===== config.mk =====
export PLATFORM = sky130hd
export DESIGN_NAME = ebc_cycle
export DESIGN_NICKNAME = d
export VERILOG_FILES = /design/src/ebc_pkg.sv /design/src/ebc_cycle.sv
export SDC_FILE = /design/constraint.sdc
export NUM_CORES = 1
export LEC_CHECK = 0
export BUFFER_PORTS_ARGS = -buffer_cell sky130_fd_sc_hd__clkbuf_2
export CAP_MARGIN = 25
export CORE_MARGIN = 8
export CORE_UTILIZATION = 35
export DETAILED_ROUTE_END_ITERATION = 8
export GPL_TIMING_DRIVEN = 0
export SLEW_MARGIN = 40
export SYNTH_ARGS = -nofsm -noshare
export SYNTH_HDL_FRONTEND = slang
export SYNTH_SLANG_ARGS = --single-unit

===== constraint.sdc =====
create_clock -name ref_clk -period 4.5 [get_ports ref_clk]
set_clock_uncertainty 0.05 [all_clocks]
set_input_delay 0.675 -clock ref_clk [delete_from_list [all_inputs] [get_ports ref_clk]]
set_output_delay 0.675 -clock ref_clk [all_outputs]
set_load 0.02 [all_outputs]

===== src/ebc_pkg.sv =====
// Purpose: Constants, types and register map of the external bus cycle block
// Assumes: 100 MHz ref_clk, one ref_clk cycle stands for one half_clock_period
package ebc_pkg;
    // Register byte addresses
    localparam logic [15:0] WIN0_CTRL_ADDR = 16'hf100;
    localparam logic [15:0] WIN4_CTRL_ADDR = 16'hf104;
    localparam logic [15:0] RST_CFG_ADDR = 16'hf108;
    localparam logic [15:0] WIN4_RANGE_ADDR = 16'hf10c;
    localparam logic [15:0] SYS_CTRL_ADDR = 16'hf110;
    // Control field positions
    localparam int CWF_LSB = 0;
    localparam int SDB_POS = 4;
    localparam int TWB_POS = 5;
    localparam int BFF_LSB = 6;
    localparam int LSB_POS = 9;
    localparam int WAB_POS = 10;
    localparam int RUB_POS = 12;
    localparam int RLB_POS = 13;
    localparam int SRB_POS = 14;
    localparam int SWB_POS = 15;
    localparam logic [15:0] CTRL_WMASK = 16'hf6ff;
    localparam logic [15:0] CTRL_RESET = 16'h0000;
    // Reset configuration field positions
    localparam int WSM_POS = 0;
    localparam int SCF_LSB = 1;
    localparam int SLF_LSB = 3;
    localparam int CRF_LSB = 5;
    localparam logic [3:0] MAX_WAITS = 4'hf;
    // Timing in half_clock_period units, one ref_clk each
    localparam int TCL_NS = 10;
    localparam int CLK_NS = 10;
    localparam int TCL_CYC = (TCL_NS + CLK_NS - 1) / CLK_NS;
    localparam logic [1:0] ALE_NORM_CYC = 2'(TCL_CYC);
    localparam logic [1:0] ALE_LONG_CYC = 2'(2 * TCL_CYC);

    typedef struct packed {
        logic [23:0] addr;
        logic [15:0] wdata;
        logic [1:0] be;
        logic rd;
        logic wr;
    } ebc_req_t;

    typedef struct packed {
        logic done;
        logic err;
        logic [15:0] rdata;
    } ebc_rsp_t;

    typedef struct packed {
        logic ale;
        logic rd_n;
        logic wr_n;
        logic bhe_n;
        logic [4:0] cs_n;
        logic [23:0] addr;
        logic [7:0] seg_oe;
        logic [15:0] data_out;
        logic data_oe;
    } ebc_pins_t;
endpackage


===== src/ebc_cycle.sv =====
// Purpose: External bus cycle engine with window control and reset config
// Assumes: Avalon-MM register slave, synchronous active high reset
// Notes: Windows 0 and 4 only; first reset after power up must be long
//
// Local design decision: the Avalon-MM slave port.
`timescale 1ns/100ps
`default_nettype none
module ebc_cycle #(
    parameter int RDY_SYNC = 3
) (
    // Clock, reset, enable
    input wire logic ref_clk,
    input wire logic rst,
    input wire logic ce,
    input wire logic long_reset,
    // Register bus
    input wire logic [15:0] avs_address,
    input wire logic avs_read,
    input wire logic avs_write,
    input wire logic [31:0] avs_writedata,
    input wire logic [3:0] avs_byteenable,
    output logic [31:0] avs_readdata,
    output logic avs_waitrequest,
    // Core access port
    input wire ebc_pkg::ebc_req_t core_req,
    output ebc_pkg::ebc_rsp_t core_rsp,
    // Pins
    input wire logic external_access_pin,
    input wire logic [15:0] port0_cfg,
    input wire logic ready_in,
    input wire logic [15:0] data_in,
    output ebc_pkg::ebc_pins_t pins
);
    typedef enum logic [5:0] {
        ST_IDLE = 6'h01,
        ST_ALE = 6'h02,
        ST_DELAY = 6'h04,
        ST_STROBE = 6'h08,
        ST_READY = 6'h10,
        ST_TURN = 6'h20
    } ebc_state_t;

    // Three flop filter on pins
    localparam int SW = 34;
    logic [SW-1:0] s1_reg, s2_reg, s3_reg, stable_reg, stable_next;
    always_comb begin
        stable_next = stable_reg;
        for (int i = 0; i < SW; i++) begin
            if (s2_reg[i] == s3_reg[i]) begin
                stable_next[i] = s3_reg[i];
            end
        end
    end
    always_ff @(posedge ref_clk) begin
        if (ce) begin
            s1_reg <= {external_access_pin, ready_in, port0_cfg, data_in};
            s2_reg <= s1_reg;
            s3_reg <= s2_reg;
            stable_reg <= stable_next;
        end
    end
    logic ea_s, rdy_s;
    logic [15:0] cfg_s;
    logic [15:0] din_s;
    // Filtered value is usable as soon as the second and third flops agree
    assign {ea_s, rdy_s, cfg_s, din_s} = stable_next;

    function automatic logic [15:0] wmerge(input logic [15:0] old, input logic [31:0] wd,
                                           input logic [3:0] be);
        logic [15:0] r;
        r = old;
        if (be[0]) begin
            r[7:0] = wd[7:0];
        end
        if (be[1]) begin
            r[15:8] = wd[15:8];
        end
        return r & ebc_pkg::CTRL_WMASK;
    endfunction

    // Register file
    logic [15:0] win0_reg, win0_next, win4_reg, win4_next, range_reg, range_next;
    logic [7:0] rcfg_reg, rcfg_next;
    logic ack_reg, ack_next;
    logic [31:0] rdata_reg, rdata_next;
    logic acc;
    assign acc = (avs_read | avs_write) & ~ack_reg;
    always_comb begin
        win0_next = win0_reg;
        win4_next = win4_reg;
        range_next = range_reg;
        rcfg_next = rcfg_reg;
        ack_next = acc;
        rdata_next = rdata_reg;
        if (rst) begin
            rcfg_next[4:0] = cfg_s[12:8];
            if (long_reset) begin
                rcfg_next[7:5] = cfg_s[15:13];
            end
            win4_next = ebc_pkg::CTRL_RESET;
            range_next = ebc_pkg::CTRL_RESET;
            ack_next = 1'b0;
            if (ea_s) begin
                win0_next = ebc_pkg::CTRL_RESET;
            end else begin
                win0_next = ebc_pkg::CTRL_RESET;
                win0_next[ebc_pkg::WAB_POS] = 1'b1;
                win0_next[ebc_pkg::LSB_POS] = 1'b1;
                win0_next[ebc_pkg::BFF_LSB +: 2] = cfg_s[7:6];
            end
        end else if (acc) begin
            rdata_next = 32'h0;
            case (avs_address)
                ebc_pkg::WIN0_CTRL_ADDR: begin
                    rdata_next[15:0] = win0_reg;
                    if (avs_write) begin
                        win0_next = wmerge(win0_reg, avs_writedata, avs_byteenable);
                    end
                end
                ebc_pkg::WIN4_CTRL_ADDR: begin
                    rdata_next[15:0] = win4_reg;
                    if (avs_write) begin
                        win4_next = wmerge(win4_reg, avs_writedata, avs_byteenable);
                    end
                end
                ebc_pkg::WIN4_RANGE_ADDR: begin
                    rdata_next[15:0] = range_reg;
                    if (avs_write) begin
                        range_next = wmerge(range_reg, avs_writedata, avs_byteenable)
                            | ~ebc_pkg::CTRL_WMASK & range_reg;
                        if (avs_byteenable[1]) begin
                            range_next[11:8] = avs_writedata[11:8];
                        end
                    end
                end
                ebc_pkg::RST_CFG_ADDR: begin
                    rdata_next[7:0] = rcfg_reg;
                end
                ebc_pkg::SYS_CTRL_ADDR: begin
                    rdata_next[0] = ~rcfg_reg[ebc_pkg::WSM_POS];
                end
                default: begin
                    rdata_next = 32'h0;
                end
            endcase
        end
    end
    always_ff @(posedge ref_clk) begin
        if (ce) begin
            win0_reg <= win0_next;
            win4_reg <= win4_next;
            range_reg <= range_next;
            rcfg_reg <= rcfg_next;
            ack_reg <= ack_next;
            rdata_reg <= rdata_next;
        end
    end
    assign avs_waitrequest = (avs_read | avs_write) & ~ack_reg;
    assign avs_readdata = rdata_reg;

    // Window decode; range: [15:4] base of addr[23:12], [3:0] size exponent
    logic hit4;
    logic [11:0] rmask;
    assign rmask = 12'hfff << range_reg[3:0];
    assign hit4 = win4_reg[ebc_pkg::WAB_POS]
        && ((core_req.addr[23:12] & rmask) == (range_reg[15:4] & rmask));

    // Cycle engine
    ebc_state_t st_reg, st_next;
    logic [15:0] cur_reg, cur_next;
    logic win4_sel_reg, win4_sel_next;
    logic is_rd_reg, is_rd_next;
    logic [3:0] cnt_reg, cnt_next;
    logic [23:0] addr_reg, addr_next;
    logic [15:0] wd_reg, wd_next;
    logic [1:0] be_reg, be_next;
    ebc_pkg::ebc_rsp_t rsp_reg, rsp_next;
    logic busy;
    assign busy = st_reg != ST_IDLE;

    always_comb begin
        st_next = st_reg;
        cur_next = cur_reg;
        win4_sel_next = win4_sel_reg;
        is_rd_next = is_rd_reg;
        cnt_next = cnt_reg;
        addr_next = addr_reg;
        wd_next = wd_reg;
        be_next = be_reg;
        rsp_next = rsp_reg;
        rsp_next.done = 1'b0;
        rsp_next.err = 1'b0;
        case (st_reg)
            ST_IDLE: begin
                // Request still standing while done is shown is the old one
                if ((core_req.rd | core_req.wr) && !rsp_reg.done) begin
                    addr_next = core_req.addr;
                    wd_next = core_req.wdata;
                    be_next = core_req.be;
                    is_rd_next = core_req.rd;
                    win4_sel_next = hit4;
                    cur_next = hit4 ? win4_reg : win0_reg;
                    if (!hit4 && !win0_reg[ebc_pkg::WAB_POS]) begin
                        rsp_next.done = 1'b1;
                        rsp_next.err = 1'b1;
                    end else begin
                        st_next = ST_ALE;
                        cnt_next = win0_reg[ebc_pkg::LSB_POS] && !hit4
                            || hit4 && win4_reg[ebc_pkg::LSB_POS]
                            ? 4'(ebc_pkg::ALE_LONG_CYC) : 4'(ebc_pkg::ALE_NORM_CYC);
                    end
                end
            end
            ST_ALE: begin
                cnt_next = cnt_reg - 4'h1;
                if (cnt_reg == 4'h1) begin
                    if (!cur_reg[ebc_pkg::SDB_POS]) begin
                        st_next = ST_DELAY;
                    end else begin
                        st_next = ST_STROBE;
                    end
                    cnt_next = ebc_pkg::MAX_WAITS - cur_reg[ebc_pkg::CWF_LSB +: 4];
                end
            end
            ST_DELAY: begin
                st_next = ST_STROBE;
            end
            ST_STROBE: begin
                if (cnt_reg != 4'h0) begin
                    cnt_next = cnt_reg - 4'h1;
                end else if (cur_reg[ebc_pkg::RUB_POS]) begin
                    st_next = ST_READY;
                end else begin
                    rsp_next.done = 1'b1;
                    rsp_next.rdata = din_s;
                    st_next = cur_reg[ebc_pkg::TWB_POS] ? ST_IDLE : ST_TURN;
                end
            end
            ST_READY: begin
                if (rdy_s == cur_reg[ebc_pkg::RLB_POS]) begin
                    rsp_next.done = 1'b1;
                    rsp_next.rdata = din_s;
                    st_next = cur_reg[ebc_pkg::TWB_POS] ? ST_IDLE : ST_TURN;
                end
            end
            ST_TURN: begin
                st_next = ST_IDLE;
            end
            default: begin
                st_next = ST_IDLE;
            end
        endcase
        if (rst) begin
            st_next = ST_IDLE;
            cnt_next = 4'h0;
            cur_next = ebc_pkg::CTRL_RESET;
            win4_sel_next = 1'b0;
            is_rd_next = 1'b0;
            addr_next = 24'h0;
            wd_next = 16'h0;
            be_next = 2'h0;
            rsp_next = '0;
        end
    end
    always_ff @(posedge ref_clk) begin
        if (ce) begin
            st_reg <= st_next;
            cur_reg <= cur_next;
            win4_sel_reg <= win4_sel_next;
            is_rd_reg <= is_rd_next;
            cnt_reg <= cnt_next;
            addr_reg <= addr_next;
            wd_reg <= wd_next;
            be_reg <= be_next;
            rsp_reg <= rsp_next;
        end
    end
    assign core_rsp = rsp_reg;

    // Pin outputs
    logic strobe, mux, wide;
    logic [4:0] cs_en;
    logic [7:0] seg_en;
    assign strobe = st_reg == ST_STROBE || st_reg == ST_READY;
    assign mux = cur_reg[ebc_pkg::BFF_LSB];
    assign wide = cur_reg[ebc_pkg::BFF_LSB + 1];
    always_comb begin
        case (rcfg_reg[ebc_pkg::SCF_LSB +: 2])
            2'b00: cs_en = 5'h07;
            2'b01: cs_en = 5'h03;
            2'b10: cs_en = 5'h00;
            default: cs_en = 5'h1f;
        endcase
        case (rcfg_reg[ebc_pkg::SLF_LSB +: 2])
            2'b00: seg_en = 8'h0f;
            2'b01: seg_en = 8'h00;
            2'b10: seg_en = 8'hff;
            default: seg_en = 8'h03;
        endcase
    end
    logic cs_act, wr_act, hi_byte;
    assign wr_act = strobe & ~is_rd_reg;
    assign hi_byte = wide & be_reg[1];
    always_comb begin
        cs_act = busy && st_reg != ST_TURN;
        if (is_rd_reg && cur_reg[ebc_pkg::SRB_POS]) begin
            cs_act = strobe;
        end
        if (!is_rd_reg && cur_reg[ebc_pkg::SWB_POS]) begin
            cs_act = strobe;
        end
        pins = '0;
        pins.ale = st_reg == ST_ALE;
        pins.rd_n = ~(strobe & is_rd_reg);
        if (!rcfg_reg[ebc_pkg::WSM_POS]) begin
            pins.wr_n = ~(wr_act & be_reg[0]);
            pins.bhe_n = ~(wr_act & hi_byte);
        end else begin
            pins.wr_n = ~wr_act;
            pins.bhe_n = ~(busy & hi_byte);
        end
        pins.cs_n = 5'h1f;
        if (cs_act) begin
            pins.cs_n[win4_sel_reg ? 4 : 0] = ~cs_en[win4_sel_reg ? 4 : 0];
        end
        pins.seg_oe = seg_en;
        pins.addr = {addr_reg[23:16] & seg_en, addr_reg[15:0]};
        if (mux && st_reg == ST_ALE) begin
            pins.data_out = addr_reg[15:0];
            pins.data_oe = 1'b1;
        end else if (wr_act || st_reg == ST_DELAY && !is_rd_reg) begin
            pins.data_out = wide ? wd_reg : {8'h00, wd_reg[7:0]};
            pins.data_oe = 1'b1;
        end
    end
endmodule
`default_nettype wire


-- Yosys cells after proc, flatten, opt, wreduce, memory -nomap -nowiden
Index checks and enable logic that the tools add are counted.
- add/sub/neg operators: 2
- bitwise gates (word level): 27
- equality and inequality tests: 54
- reduce and logical (&&, ||, !) cells: 47
- muxes and demuxes: 109
- order comparisons: 2
- shift-type cells: 1
- operators with widths (kind ; number):
    16-bit 2-to-1 mux ; 19
    8-bit 2-to-1 mux ; 13
    16-bit equality test (second input constant) ; 5
    24-bit 2-to-1 mux ; 2
    8-bit one-hot mux with 3 select lines ; 2
    6-bit 2-to-1 mux ; 7
    1-bit 2-to-1 mux ; 40
    17-bit 2-to-1 mux ; 2
    16-bit one-hot mux with 2 select lines ; 1
    6-bit one-hot mux with 5 select lines ; 1
    5-bit AND reduction ; 6
    1-bit equality test ; 29
    7-bit one-hot mux with 4 select lines ; 1
    12-bit AND ; 2
    4-bit 2-to-1 mux ; 6
    3-bit inequality test (second input constant) ; 6
    2-bit nonzero test ; 9
    16-bit by 12-bit bitwise OR with 16-bit output ; 1
    5-bit one-hot mux with 3 select lines ; 1
    12-bit equality test ; 1
    2-bit 2-to-1 mux ; 6
    1-bit inverter ; 12
    4-bit one-hot mux with 3 select lines ; 1
    4-bit AND reduction ; 3
    38 further kinds ; 66
- logic and storage cells: 268
- input port bits: 136
- register bits: 291

-- Logic depth before layout (Yosys ltp)
- word-level depth: 11
- gate-level depth with buffers: 8
- mapped depth without buffers: 7

-- Worst setup path before layout
Ideal clock, no wire load.
- kind: flip-flop to flip-flop
- start point: register st_reg[3]
- end point: register addr_reg[0], enable pin
- period minus slack after synthesis: 4.283 ns
- buffers on the path: 0
- arrival time: 3.763 ns
- slack: 0.217 ns
- stages on the path, launching flop included: 6
- data required time: 3.980 ns
- cells stage by stage: edfxtp_1 > nor4_1 > nand3b_1 > nor3_1 > nor2_1 > nor2_1
- longest elaborated chain between the ends: 3
- RTL lines (item ; line ; RTL):
    start, declared ; ebc_cycle.sv:169 ; ebc_state_t st_reg, st_next;
    start signal, assigned ; ebc_cycle.sv:267 ; st_reg <= st_next;
    6-bit by 1-bit equality test with 1-bit output ; ebc_cycle.sv:193 ; case (st_reg)
    2-bit nonzero test (no source line) ; -- ;
    3-bit AND reduction (no source line) ; -- ;
    end signal, assigned ; ebc_cycle.sv:272 ; addr_reg <= addr_next;
    end, declared ; ebc_cycle.sv:174 ; logic [23:0] addr_reg, addr_next;
No other way between the ends.
A chain may end at the register's enable or synchronous reset.

==> results.md <==
- Status: completed
- Num ports: between 200 and 250
- Worst hold path startpoint: port0_cfg[15]
- Post-DRT Antenna Nets: 0
- Row cnt: 65
- Reg2reg start: st_reg[3]
- Core ar.: about 0.031 mm^2
- Adder-cell share of the synthesized area: ~2.7%
- CP Buf/Inv Count: 3
- Post-CTS sizing: 0
- CTS Buf Count: 29
- Critical Path End Type: primary output
- Cell accounting for the most synthesized area: edfxtp_1
- Final setup fails: 0
- Final WS setup: 0.725 ns
- GRT Total Usage: between 10% and 20%
- PortBufs: 200
- Skew-Pair Late Insertion Delay: between 0.5 and 0.6 ns
- Top cell type's share of synthesized area: a little over 70%
- Cell Count, Final, Fillers Out: 1,431
- CTS sink cnt: about 270
- Buffer levels on the longest clock path: 3
- Root buf cell: clkbuf_16
- RePlAce Congestion: a little under 0.9
- Worst R2R End: wd_reg[3]
- Vias post-DR: 7,021
- H-tree depth: 1
- Die X: ~190 um
- Detailed-route wire length: approximately 28,000 um
- Setup TNS: 0 ns
- Worst Tran Pin Value: approximately 0.81 ns
- Setup Buffers After CTS: 0
- CTS tree: built
- Mapped Area: roughly 0.011 mm^2
- Global-route wire length before repair: 42,300 um
- Pwr Density: slightly above 400 mW/mm^2
- WS Path Type: reg2out
- DP Cell Count: roughly 1,400
- Clock transition at path regs: about 0.060 ns
- Sequential area share after synthesis: between 70 and 80%
- Final #Nets: roughly 1,100
- Tcrit/Tclk final: approximately 84%
- Utilization after layout: 43.8%
- Most frequent CP cell: clkbuf_1
- Hold Fails Final Rpt: 0
- Count leader, synth: edfxtp_1
- Worst-case reg-to-reg path depth: 7
- Vias in the first global route: just over 7,000
- Post-synthesis simple-gate area fraction: between 10% and 20%
- Fmax: 265 MHz
- Largest net degree at the start of global routing: 73
- Post-synthesis mux area share: ~1.4%
- Synth Register Bits: between 200 and 300
- Tot Pwr: around 5700 uW
- Hold Crit Class: in2reg
- CP startpoint kind: flop
- R2R Setup Slk: approximately 1.6 ns
- HPWL Detailed: 20,300 um
- Crit path largest cell delay: 0.60 ns
- Most instantiated cells after synthesis: edfxtp_1 (265), nor2b_1 (75), nor2_1 (42)
- Number of synthesized flops with an enable pin: approximately 270
- Synth cell types: 55
- Fin. max-slew vios: 0
- DR DRC count: 0
- Largest family of logic cells by synthesized area: simple AND/OR/NAND/NOR gates
- Post-Synth XOR/XNOR Area: 1.34%
- Crit path DAT: 3.05 ns
- Avg Synthesized Cell Area: ~15 um^2
- Total gr overflow: 0
- CP max FO: 10
- Max rail drop VDD: 0.000289 V
- Critical Path Stages: 6
- Initial Util: approximately 35%
- Ys flop type: edfxtp_1
- Synthesized netlist cell count: between 700 and 800
- Fraction of registers with async set/reset: 0%
- Area Overhead vs Synth: 23.7%
- Routed wire per std cell: approximately 19 um
- Hold_buf cts: 0
- Synth warn: 0
- RSZ-0062 raised after global routing: false
- Worst path top cell family by delay: buffers and inverters
- Full die area: 0.0378 mm^2
- Worst slack at placement: roughly 0.74 ns
- Main area contributors after synthesis: edfxtp_1 (71%), nor2b_1 (4.2%), buf_4 (2.8%)
- Tmin final: roughly 3.8 ns
- Hold Path Depth: 1
- CP cell instances: nor4_1 > and3_1 > clkbuf_1 > clkbuf_1 > a22o_1 > clkbuf_2
- Drt initial violations: between 400 and 500
- First-pass detailed-route iteration total: 5
- Die height: 194 um
- Number of max-cap violations: 0
- Worst path required time: around 3.8 ns
- Vias per cell: 4.91
- Share of layout cells above drive strength 1: between 30% and 40%
- Initial antenna violation count: 1
- Relative slew slack: around 45%
- Critical path's slowest cell: nor4_1
- Synth Area in Compound Gates: between 7 and 8%
- Worst hold endpoint: s1_reg[31]
- Leakage: 0.00528 uW
## cell type report
class	instances	area, um^2
Fill cell	2868	17700
Clock inverter	14	146
Clock buffer	36	752
Buffer	73	437
Multi-Input combinational cell	414	2790
Sequential cell	265	7960
Timing Repair Buffer	209	1130
Tap cell	402	503
Inverter	16	60.1
Antenna cell	2	5.00
## worst register-to-register path, delay by kind of cell, from the launching register on
kind	cells	cell delay (ns)
buffers and inverters	2	0.38
AND/OR/NAND/NOR	5	1.68
flip-flops	1	0.49
## placed cells by master (no fill, tap or decap), types with 16 or more instances in the layout
cell	Yosys	layout
edfxtp_1	265	265
clkbuf_2	0	200
nor2b_1	75	75
buf_4	41	41
nor2_1	42	39
clkbuf_1	24	30
clkbuf_16	0	29
maj3_1	28	28
a21oi_1	25	25
nand2_1	20	20
conb_1	2	19
inv_1	16	16
a22o_1	16	16
## through the flow
step                      hold slack, ns  cell area [um^2]
after floorplan                    0.350             11200
after global placement             0.351             12700
after detailed placement           0.355             12900
after CTS                          0.226             13800
after global routing               0.229             13800
final                              0.260             13800
## metal layers
| metal | part of all wire (%) | GRT usage, % | vias to the layer above |
|---|---|---|---|
| met5 | 0.036 | 0 | - |
| met4 | 2.2 | 3.68 | 2 |
| met3 | 9.4 | 4.75 | 43 |
| met2 | 45 | 22.4 | 305 |
| met1 | 43 | 18.3 | 3351 |
| li1 | - | - | 3320 |
## how the worst max path moves through the flow
stage | startpoint | end | slack, ns
floorplan | st_reg[3] | addr_reg[0] | 0.22
global placement | ce | addr_reg[22] | -3.48
detailed placement | avs_address[7] | win0_reg[6] | 0.74
CTS | st_reg[3] | pins[11] | 0.69
global route | st_reg[3] | pins[11] | 0.42
finish | st_reg[3] | pins[11] | 0.73
## kinds of logic (layout without fill, tap and decap cells)
| logic type | after synthesis | in the layout |
|---|---|---|
| buffers and inverters | 89 | 348 |
| adders and majority gates | 30 | 30 |
| xor gates and xnor gates | 17 | 17 |
| other | 2 | 21 |
| AOI/OAI and AO/OA | 118 | 118 |
| and+or+nand+nor | 214 | 214 |
| DFF | 265 | 265 |
| muxes | 16 | 16 |
## where the power goes
group | internal, uW | total, uW | switching (uW) | leakage (uW)
Clock | 1350 | 2270 | 926 | 0.000439
Combinational | 176 | 442 | 267 | 0.00229
Sequential | 2890 | 2960 | 69.5 | 0.00256
Total | 4410 | 5680 | 1260 | 0.00528
Note: power is estimated with default switching activity, not from simulation.
